**config.mk**
```make
export PLATFORM = sky130hd
export DESIGN_NAME = vtm_ctrl
export DESIGN_NICKNAME = d
export VERILOG_FILES = /design/src/vtm_pkg.sv /design/src/vtm_ctrl.sv
export VERILOG_INCLUDE_DIRS = /design/src
export SDC_FILE = /design/constraint.sdc
export NUM_CORES = 2
export LEC_CHECK = 0
export BUFFER_PORTS_ARGS = -buffer_cell sky130_fd_sc_hd__buf_2
export CAP_MARGIN = 20
export CORE_AREA = 4 4 305 307
export DETAILED_ROUTE_END_ITERATION = 16
export DIE_AREA = 0 0 309 311
export SLEW_MARGIN = 20
export SYNTH_ARGS = -nofsm -noshare
export SYNTH_HDL_FRONTEND = slang
export SYNTH_SLANG_ARGS = --single-unit
```
**constraint.sdc**
```tcl
create_clock -name clk_sys -period 17.2 [get_ports clk_sys]
set_input_delay 1.72 -clock clk_sys [delete_from_list [all_inputs] [get_ports clk_sys]]
set_output_delay 1.72 -clock clk_sys [all_outputs]
set_load 0.02 [all_outputs]
```
**src/vtm_defs.svh**
```systemverilog
`ifndef VTM_DEFS_SVH
`define VTM_DEFS_SVH
// ==========================================================
// bus address and commands
`define VTM_I2C_ADDR        7'h62
`define VTM_I2C_MAX_KBPS    100
`define VTM_CMD_SET_MODE    8'h01
`define VTM_CMD_LOAD_IMAGE  8'h02
`define VTM_CMD_WRITE_TMPL  8'h03
`define VTM_CMD_READ_TMPL   8'h04
`define VTM_CMD_WAKE_CFG    8'h05
`define VTM_CMD_MIC_CFG     8'h06
`define VTM_CMD_IDENT       8'h07
`define VTM_MODE_IDLE       8'h00
`define VTM_MODE_TRAIN      8'h01
`define VTM_MODE_RECOG      8'h02
`define VTM_RD_FILL         8'hFF
`define VTM_WAKE_UNIT_LO    8'hFF
// ==========================================================
// timing
`define VTM_CLK_PERIOD_NS   4
`define VTM_INIT_NS         1000
`define VTM_UTT_MAX_MS      1500
`define VTM_NS_PER_MS       1000000
`define VTM_UTT_COUNT       3
`define VTM_PDM_HALF_CYC    40
`endif

```
**src/vtm_pkg.sv**
```systemverilog
package vtm_pkg;
  // ========================================================
  // modes and bus states
  typedef enum logic [2:0] {
    M_INIT    = 3'b000,
    M_IDLE    = 3'b001,
    M_TRAIN   = 3'b010,
    M_LISTEN  = 3'b011,
    M_EXTRACT = 3'b100
  } vtm_mode_t;

  typedef enum logic [2:0] {
    I_IDLE     = 3'b000,
    I_ADDR     = 3'b001,
    I_ACK_ADDR = 3'b010,
    I_WR       = 3'b011,
    I_ACK_WR   = 3'b100,
    I_RD       = 3'b101,
    I_RD_ACK   = 3'b110
  } vtm_i2c_t;

  // ========================================================
  // carriers
  typedef struct packed {
    logic       wake_pol;
    logic [7:0] wake_dur;
    logic       pdm_en;
  } vtm_cfg_t;

  typedef struct packed {
    logic        valid;
    logic [15:0] addr;
    logic [7:0]  data;
  } vtm_img_wr_t;
endpackage

```
**src/vtm_ctrl.sv**
```systemverilog
`timescale 1ns/1ps
`include "vtm_defs.svh"
//
// Contract
// - i2c slave only, address 0x62, 100k
// - after brief init, idle awaiting host
// - no recognition until trained and loaded
// - training captures three utterances as templates
// - phrases up to about 1.5 seconds
// - templates readable and writable by host
// - one active template set at once
// - listen, extract on speech, match asserts wake
// - after comparison return to listening
// - memory volatile, cleared at reset
// - wake polarity and duration host configured
// - analog default; pdm drives clock, samples data
// - frames gathered continuously alongside processing
// - pdm clock pull-up off when pdm enabled
// - identity query returns chip id
module vtm_ctrl
  import vtm_pkg::*;
#(
  parameter int unsigned TMPL_PER    = 16,
  parameter int unsigned IMG_BYTES   = 1024,
  parameter logic [15:0] CHIP_ID     = 16'hA5C3, // arbitrary value
  parameter int unsigned UTT_MAX_CYC = `VTM_UTT_MAX_MS *
                                       (`VTM_NS_PER_MS / `VTM_CLK_PERIOD_NS)
) (
  input  wire logic        clk_sys,
  input  wire logic        rst,
  input  wire logic        ce,
  input  wire logic        scl_in,
  input  wire logic        sda_in,
  output logic             sda_out,
  output logic             sda_oe,
  input  wire logic        pdm_mic_data_in,
  output logic             pdm_mic_clock_out,
  output logic             pdm_clk_oe,
  output logic             pdm_clk_pullup_en,
  input  wire logic        adc_valid,
  input  wire logic [7:0]  adc_data,
  input  wire logic        speech_det,
  input  wire logic        feat_valid,
  input  wire logic [7:0]  feat_data,
  input  wire logic        feat_done,
  input  wire logic        feat_match,
  output logic             wake_out,
  output vtm_mode_t        mode,
  output logic             low_power,
  output logic             feat_run,
  output logic             trained,
  output logic             img_loaded,
  output logic             mode_err,
  output vtm_img_wr_t      img_wr,
  output logic             frame_valid,
  output logic [7:0]       frame_data
);
  localparam int unsigned TMPL_BYTES = `VTM_UTT_COUNT * TMPL_PER;
  localparam int unsigned IW         = $clog2(TMPL_BYTES + 1);
  localparam int unsigned UTT_W      = $clog2(UTT_MAX_CYC + 1);
  localparam int unsigned INIT_CYC   = `VTM_INIT_NS / `VTM_CLK_PERIOD_NS;
  localparam int unsigned INIT_W     = $clog2(INIT_CYC + 1);
  localparam int unsigned PDM_W      = $clog2(`VTM_PDM_HALF_CYC + 1);

  typedef struct packed {
    logic [1:0]                  scl_s;
    logic [1:0]                  sda_s;
    logic [1:0]                  pdm_s;
    logic                        scl_d;
    logic                        sda_d;
    vtm_i2c_t                    i2c;
    logic [2:0]                  bit_cnt;
    logic [7:0]                  shreg;
    logic                        full;
    logic                        rw;
    logic                        sda_oe;
    logic                        first;
    logic [7:0]                  cmd;
    logic [7:0]                  tx;
    logic [IW-1:0]               rd_ptr;
    logic [IW-1:0]               wr_ptr;
    vtm_mode_t                   mode;
    logic [INIT_W-1:0]           init_cnt;
    logic                        img_loaded;
    logic                        trained;
    logic                        mode_err;
    logic [1:0]                  utt;
    logic [IW-1:0]               feat_ptr;
    logic [IW-1:0]               feat_n;
    logic                        capturing;
    logic [UTT_W-1:0]            utt_cnt;
    logic [TMPL_BYTES-1:0][7:0]  tmpl;
    vtm_cfg_t                    cfg;
    logic [15:0]                 wake_cnt;
    logic                        wake_out;
    logic [PDM_W-1:0]            pdm_div;
    logic                        pdm_clk;
    logic [7:0]                  frame_sh;
    logic [2:0]                  frame_n;
    logic [7:0]                  frame;
    logic                        frame_valid;
    vtm_img_wr_t                 img;
    logic [15:0]                 img_cnt;
  } vtm_state_t;

  vtm_state_t st_r;
  vtm_state_t st_nxt;
  logic       scl;
  logic       sda;
  logic       scl_rise;
  logic       scl_fall;
  logic       start;
  logic       stop;

  // ========================================================
  // read data selection
  function automatic logic [7:0] vtm_rd_byte(
    input logic [7:0]                 cmd,
    input logic [IW-1:0]              ptr,
    input logic [TMPL_BYTES-1:0][7:0] tm
  );
    logic [7:0] b;
    b = `VTM_RD_FILL;
    if (cmd == `VTM_CMD_READ_TMPL && ptr < IW'(TMPL_BYTES))
      b = tm[ptr];
    else if (cmd == `VTM_CMD_IDENT)
      b = (ptr == '0) ? CHIP_ID[15:8] : CHIP_ID[7:0];
    return b;
  endfunction

  assign scl      = st_r.scl_s[1];
  assign sda      = st_r.sda_s[1];
  assign scl_rise = scl & ~st_r.scl_d;
  assign scl_fall = ~scl & st_r.scl_d;
  assign start    = scl & st_r.scl_d & ~sda & st_r.sda_d;
  assign stop     = scl & st_r.scl_d & sda & ~st_r.sda_d;

  // ========================================================
  // next state
  always_comb begin
    logic       take;
    logic [7:0] rb;
    take = 1'b0;
    rb   = vtm_rd_byte(st_r.cmd, st_r.rd_ptr, st_r.tmpl);
    st_nxt = st_r;
    st_nxt.img.valid   = 1'b0;
    st_nxt.frame_valid = 1'b0;
    st_nxt.scl_s = {st_r.scl_s[0], scl_in};
    st_nxt.sda_s = {st_r.sda_s[0], sda_in};
    st_nxt.pdm_s = {st_r.pdm_s[0], pdm_mic_data_in};
    st_nxt.scl_d = scl;
    st_nxt.sda_d = sda;
    if (st_r.mode == M_INIT) begin
      st_nxt.init_cnt = st_r.init_cnt + INIT_W'(1);
      if (st_r.init_cnt == INIT_W'(INIT_CYC - 1))
        st_nxt.mode = M_IDLE;
    end
    // i2c slave, sampled by the system clock
    if (start) begin
      st_nxt.i2c     = I_ADDR;
      st_nxt.bit_cnt = 3'h0;
      st_nxt.full    = 1'b0;
      st_nxt.sda_oe  = 1'b0;
    end else if (stop) begin
      st_nxt.i2c    = I_IDLE;
      st_nxt.sda_oe = 1'b0;
    end else if (st_r.mode != M_INIT) begin
      unique case (st_r.i2c)
        I_IDLE: ;
        I_ADDR, I_WR: begin
          if (scl_rise) begin
            st_nxt.shreg   = {st_r.shreg[6:0], sda};
            st_nxt.full    = (st_r.bit_cnt == 3'h7);
            st_nxt.bit_cnt = st_r.bit_cnt + 3'h1;
          end
          if (scl_fall && st_r.full) begin
            st_nxt.full = 1'b0;
            if (st_r.i2c == I_ADDR) begin
              if (st_r.shreg[7:1] == `VTM_I2C_ADDR) begin
                st_nxt.sda_oe = 1'b1;
                st_nxt.rw     = st_r.shreg[0];
                st_nxt.i2c    = I_ACK_ADDR;
              end else begin
                st_nxt.i2c = I_IDLE;
              end
            end else begin
              st_nxt.sda_oe = 1'b1;
              st_nxt.i2c    = I_ACK_WR;
              take          = 1'b1;
            end
          end
        end
        I_ACK_ADDR: if (scl_fall) begin
          st_nxt.bit_cnt = 3'h0;
          if (st_r.rw) begin
            st_nxt.i2c    = I_RD;
            st_nxt.tx     = rb;
            st_nxt.sda_oe = ~rb[7];
            st_nxt.rd_ptr = st_r.rd_ptr + IW'(1);
          end else begin
            st_nxt.i2c    = I_WR;
            st_nxt.sda_oe = 1'b0;
            st_nxt.first  = 1'b1;
          end
        end
        I_ACK_WR: if (scl_fall) begin
          st_nxt.sda_oe  = 1'b0;
          st_nxt.i2c     = I_WR;
          st_nxt.bit_cnt = 3'h0;
        end
        I_RD: if (scl_fall) begin
          if (st_r.bit_cnt == 3'h7) begin
            st_nxt.sda_oe = 1'b0;
            st_nxt.i2c    = I_RD_ACK;
          end else begin
            st_nxt.tx      = {st_r.tx[6:0], 1'b0};
            st_nxt.sda_oe  = ~st_r.tx[6];
            st_nxt.bit_cnt = st_r.bit_cnt + 3'h1;
          end
        end
        I_RD_ACK: begin
          if (scl_rise) begin
            st_nxt.full = ~sda;
            if (sda)
              st_nxt.i2c = I_IDLE;
          end
          if (scl_fall && st_r.full) begin
            st_nxt.full    = 1'b0;
            st_nxt.i2c     = I_RD;
            st_nxt.bit_cnt = 3'h0;
            st_nxt.tx      = rb;
            st_nxt.sda_oe  = ~rb[7];
            st_nxt.rd_ptr  = st_r.rd_ptr + IW'(1);
          end
        end
        default: st_nxt.i2c = I_IDLE;
      endcase
    end
    // wake timer
    if (st_r.wake_cnt != 16'h0000)
      st_nxt.wake_cnt = st_r.wake_cnt - 16'h0001;
    // operating modes
    unique case (st_r.mode)
      M_INIT, M_IDLE: ;
      M_TRAIN: begin
        if (!st_r.capturing && speech_det) begin
          st_nxt.capturing = 1'b1;
          st_nxt.utt_cnt   = '0;
          st_nxt.feat_n    = '0;
        end
        if (st_r.capturing) begin
          st_nxt.utt_cnt = st_r.utt_cnt + UTT_W'(1);
          if (feat_valid && st_r.feat_n < IW'(TMPL_PER)) begin
            st_nxt.tmpl[st_r.feat_ptr] = feat_data;
            st_nxt.feat_ptr = st_r.feat_ptr + IW'(1);
            st_nxt.feat_n   = st_r.feat_n + IW'(1);
          end
          if (feat_done || st_r.utt_cnt == UTT_W'(UTT_MAX_CYC - 1)) begin
            st_nxt.capturing = 1'b0;
            st_nxt.utt_cnt   = '0;
            st_nxt.utt       = st_r.utt + 2'h1;
            st_nxt.feat_ptr  = IW'((st_r.utt + 2'h1) * TMPL_PER);
            if (st_r.utt == 2'(`VTM_UTT_COUNT - 1)) begin
              st_nxt.trained = 1'b1;
              st_nxt.mode    = M_IDLE;
            end
          end
        end
      end
      M_LISTEN: if (speech_det) begin
        st_nxt.mode    = M_EXTRACT;
        st_nxt.utt_cnt = '0;
      end
      M_EXTRACT: begin
        st_nxt.utt_cnt = st_r.utt_cnt + UTT_W'(1);
        if (feat_done) begin
          st_nxt.mode = M_LISTEN;
          if (feat_match)
            st_nxt.wake_cnt = {st_r.cfg.wake_dur,
                               `VTM_WAKE_UNIT_LO};
        end else if (st_r.utt_cnt == UTT_W'(UTT_MAX_CYC - 1)) begin
          st_nxt.mode    = M_LISTEN;
          st_nxt.utt_cnt = '0;
        end
      end
    endcase
    // host byte handling
    if (take) begin
      if (st_r.first) begin
        st_nxt.first  = 1'b0;
        st_nxt.cmd    = st_r.shreg;
        st_nxt.rd_ptr = '0;
        st_nxt.wr_ptr = '0;
      end else begin
        case (st_r.cmd)
          `VTM_CMD_SET_MODE: begin
            st_nxt.mode_err = 1'b0;
            if (st_r.shreg == `VTM_MODE_TRAIN) begin
              st_nxt.mode      = M_TRAIN;
              st_nxt.utt       = 2'h0;
              st_nxt.trained   = 1'b0;
              st_nxt.feat_ptr  = '0;
              st_nxt.capturing = 1'b0;
            end else if (st_r.shreg == `VTM_MODE_RECOG) begin
              if (st_r.img_loaded && st_r.trained)
                st_nxt.mode = M_LISTEN;
              else
                st_nxt.mode_err = 1'b1;
            end else begin
              st_nxt.mode = M_IDLE;
            end
          end
          `VTM_CMD_LOAD_IMAGE: begin
            st_nxt.img     = '{1'b1, st_r.img_cnt, st_r.shreg};
            st_nxt.img_cnt = st_r.img_cnt + 16'h0001;
            if (st_r.img_cnt == 16'(IMG_BYTES - 1))
              st_nxt.img_loaded = 1'b1;
          end
          `VTM_CMD_WRITE_TMPL: begin
            st_nxt.tmpl[st_r.wr_ptr] = st_r.shreg;
            st_nxt.wr_ptr = st_r.wr_ptr + IW'(1);
            if (st_r.wr_ptr == IW'(TMPL_BYTES - 1)) begin
              st_nxt.trained = 1'b1;
              st_nxt.wr_ptr  = '0;
            end
          end
          `VTM_CMD_WAKE_CFG: begin
            if (st_r.wr_ptr == '0)
              st_nxt.cfg.wake_pol = st_r.shreg[0];
            else
              st_nxt.cfg.wake_dur = st_r.shreg;
            st_nxt.wr_ptr = IW'(1);
          end
          `VTM_CMD_MIC_CFG: st_nxt.cfg.pdm_en = st_r.shreg[0];
          default: ;
        endcase
      end
    end
    st_nxt.wake_out = (st_nxt.wake_cnt != 16'h0000) ?
                      st_nxt.cfg.wake_pol : ~st_nxt.cfg.wake_pol;
    // frame gathering, runs beside extraction
    st_nxt.pdm_div = '0;
    st_nxt.pdm_clk = 1'b0;
    if (st_r.cfg.pdm_en) begin
      st_nxt.pdm_div = st_r.pdm_div + PDM_W'(1);
      st_nxt.pdm_clk = st_r.pdm_clk;
      if (st_r.pdm_div == PDM_W'(`VTM_PDM_HALF_CYC - 1)) begin
        st_nxt.pdm_div = '0;
        st_nxt.pdm_clk = ~st_r.pdm_clk;
        if (!st_r.pdm_clk && st_r.mode > M_IDLE) begin
          st_nxt.frame_sh = {st_r.frame_sh[6:0], st_r.pdm_s[1]};
          st_nxt.frame_n  = st_r.frame_n + 3'h1;
          if (st_r.frame_n == 3'h7) begin
            st_nxt.frame       = {st_r.frame_sh[6:0], st_r.pdm_s[1]};
            st_nxt.frame_valid = 1'b1;
          end
        end
      end
    end else if (adc_valid && st_r.mode > M_IDLE) begin
      st_nxt.frame       = adc_data;
      st_nxt.frame_valid = 1'b1;
    end
  end

  // ========================================================
  // state register; reset clears all memory
  always_ff @(posedge clk_sys or posedge rst) begin
    if (rst) begin
      st_r          <= '0;
      st_r.scl_s    <= 2'h3;
      st_r.sda_s    <= 2'h3;
      st_r.scl_d    <= 1'b1;
      st_r.sda_d    <= 1'b1;
      st_r.cfg      <= '{1'b1, 8'h01, 1'b0};
    end else if (ce) begin
      st_r <= st_nxt;
    end
  end

  // ========================================================
  // outputs
  assign sda_out           = 1'b0;
  assign sda_oe            = st_r.sda_oe;
  assign pdm_mic_clock_out = st_r.pdm_clk;
  assign pdm_clk_oe        = st_r.cfg.pdm_en;
  assign pdm_clk_pullup_en = ~st_r.cfg.pdm_en;
  assign wake_out          = st_r.wake_out;
  assign mode              = st_r.mode;
  assign low_power         = (st_r.mode == M_LISTEN);
  assign feat_run          = st_r.capturing | (st_r.mode == M_EXTRACT);
  assign trained           = st_r.trained;
  assign img_loaded        = st_r.img_loaded;
  assign mode_err          = st_r.mode_err;
  assign img_wr            = st_r.img;
  assign frame_valid       = st_r.frame_valid;
  assign frame_data        = st_r.frame;

  // ========================================================
  // checks
  function automatic logic take_mode_cmd();
    return st_r.i2c == I_WR && st_r.cmd == `VTM_CMD_SET_MODE;
  endfunction
endmodule

```
==> results.cfg <==
[run_status]
status = complete, no violations

[yosys]
ys_types = 81
synthCells = 3302
syn_area_mm2 = 0.0314
avgSynthCellArea_um2 = 9.52
syn-num-nets = 3347
ys_seq_area_share_pct = 46.9
postSynth.asyncResetShare_pct = 100
yosys.area.top_type = dfrtp_1
synth_seq_cells = 589
yosys_warnings = 0
synth_edf_count = 0
synth_area_leaders = dfrtp_1, mux4_2, o22ai_1
synth.most_common_cell = dfrtp_1
netlist.area_leader.share_pct = 46.3
yosys-top-cells-count = dfrtp_1, nor2_1, a21oi_1, o22ai_1, nand2_1
synth_flop_cell = dfrtp_1

[setup_path]
arrival_ps = 4970
cp-start-kind = input pin
worst_setup_path_end_kind = register
startpoint = feat_valid
r2r_cells = 9
r2r_slack_ps = 12830
rr_startpoint = st_r[543]
cp_max_fo = 9
crit_type = input pin to register
endpoint = st_r[169]
rr_endpoint = sda_oe
critPathRequiredTime_ps = 17720

[clock_network]
cts.clk_slew.worst_paths_ps = 60
numClockSinks = 589
cts_root_buf = clkbuf_16
clk_latency_ps = 620
htreeDepth = 3
cts_resized = 0
ctsHoldBuffers = 0
cts_tree = yes
cts_setup_buffers = 0
numCtsBuffers = 67
clockBufferDepth = 3

[placed_design]
io_buffers = 73
place_area_mm2 = 0.0323
dpl.hpwl_um = 60800
gp_congestion = 0.857

[sta]
setup_viol = 0
max_slew_margin_pct = 17.3
slew_viol_final = 0
grt_setup_unrepaired = no
fin_crit_sh_pct = 25.9
min_period_ps = 4450
tightestPinTransition_ps = 1240
finalClockSkew_ps = 36.1
fmax_mhz = 225
hold_viol = 0
tns_ps = 0

[min_path]
hold_class = register to register

[floorplanning]
core_area_mm2 = 0.0900
row_count = 110
io-pin-count = 75
dieWidth_um = 309
start_util_pct = 34.9
dieArea_mm2 = 0.0961
die_y_um = 311

[routing]
vias = 26600
antenna_left = 0
drc = 0
met1_length_um = 43000
met3_length_um = 9180
top_layer = met5
met2_length_um = 46400
routed_wl_um = 102000
routed_via_density = 6.01
detail_route.iter0.violations = 2966
drt_pre_antenna_iters = 6
wl_per_cell_um = 23.1

[global_route]
grtUsageTotal_pct = 20.8
antenna_found_initial = 2
grt_pass1_wl_um = 158000
grt_max_degree = 213
grt_pass1_vias = 25800
grt_overflow = 0

[layout]
nNetsFinal = 3234
final-seq-area_mm2 = 0.0148
drive_gt1_share_pct = 15.0
multi_input_area_mm2 = 0.0152
syn2layout_area_growth_pct = 10.3
fillers = 8919
diodes = 0
final_area_mm2 = 0.0347

[power_and_ir_drop]
powerDensity_mw_per_mm2 = 114
p_leak_nw = 14.5
irDropWorstVdd_mv = 0.0617

[run]
maxCapViolCount = 0
## critical path: stages
cell     delay, ps
buf_2          110
nor3b_1        660
nand3_1        430
nor3_2        1000
nand2_1        120
a21oi_1        680
nor2_1          80
a21oi_1        170
## routing by layer
layer	track usage (%)	up-vias
met3	4.75	216
met4	7.49	2
met1	28.8	13200
met5	0	-
met2	32.1	1254
li1	-	11900
## placed cells by master, fill, tap and decap left out, drive strengths merged, types with 52 or more instances in the layout
master	count
a21oi	461
buf	120
clkbuf	96
dfrtp	581
mux2	52
mux4	116
nand2	268
nand3	82
nor2	462
o21ai	106
o22ai	388
## where the power goes
part	internal [mW]	switching, mW	total, mW
clock network	0.909	0.611	1.52
logic	0.273	0.482	0.754
registers	1.54	0.153	1.69
## state kept, by name (all words and copies together) (netlist names), 3 cells and up
signal      count
st_nxt          3
mode            3
frame_data      8
img_wr         25
st_r          540
## worst min-delay path by stage
stage	endpoint	slack (ps)	startpoint	cells after the start
CTS	img_wr[4]	470	img_wr[4]	2
detailed placement	img_wr[4]	450	img_wr[4]	2
global route	img_wr[4]	480	img_wr[4]	2
floorplan	img_wr[0]	440	img_wr[0]	2
finish	img_wr[4]	460	img_wr[4]	2
global placement	img_wr[7]	450	img_wr[7]	2
## cells by family after synthesis
kind of cell / synth area share [%]
adder cells (fa/ha/maj): 0.748
buffers and inverters: 4.85
AO/OA/AOI/OAI: 20.2
flip-flops: 46.9
AND/OR/NAND/NOR: 15.5
multiplexers: 10.4
XOR/XNOR: 1.31
other: 0.0119
## per-stage QoR
| stage | utilization (%) | hold WS [ps] | std cells | worst slack, ps | power, mW |
|---|---|---|---|---|---|
| 2_1_floorplan | - | 440 | 3302 | 7460 | 2.20 |
| 3_3_place_gp | 35.9 | 447 | 4294 | 11790 | 2.44 |
| 3_5_place_dp | 35.9 | 453 | 4294 | 11800 | 2.45 |
| 4_1_cts | 38.5 | 467 | 4415 | 12440 | 3.97 |
| 5_1_grt | 38.5 | 484 | 4417 | 12390 | 4.13 |
| 6_report | 38.5 | 458 | 4417 | 12750 | 3.96 |
## cell type report
type / count / area share, %
inverters: 37 / 0.415
flip-flops and latches: 589 / 42.6
clock inverters: 25 / 0.978
repair buffers: 120 / 2.28
well taps: 1176 / 4.24
clock buffers: 96 / 5.70
multi-input cells: 2374 / 43.8
No activity file was read; power rests on OpenSTA's default activity.
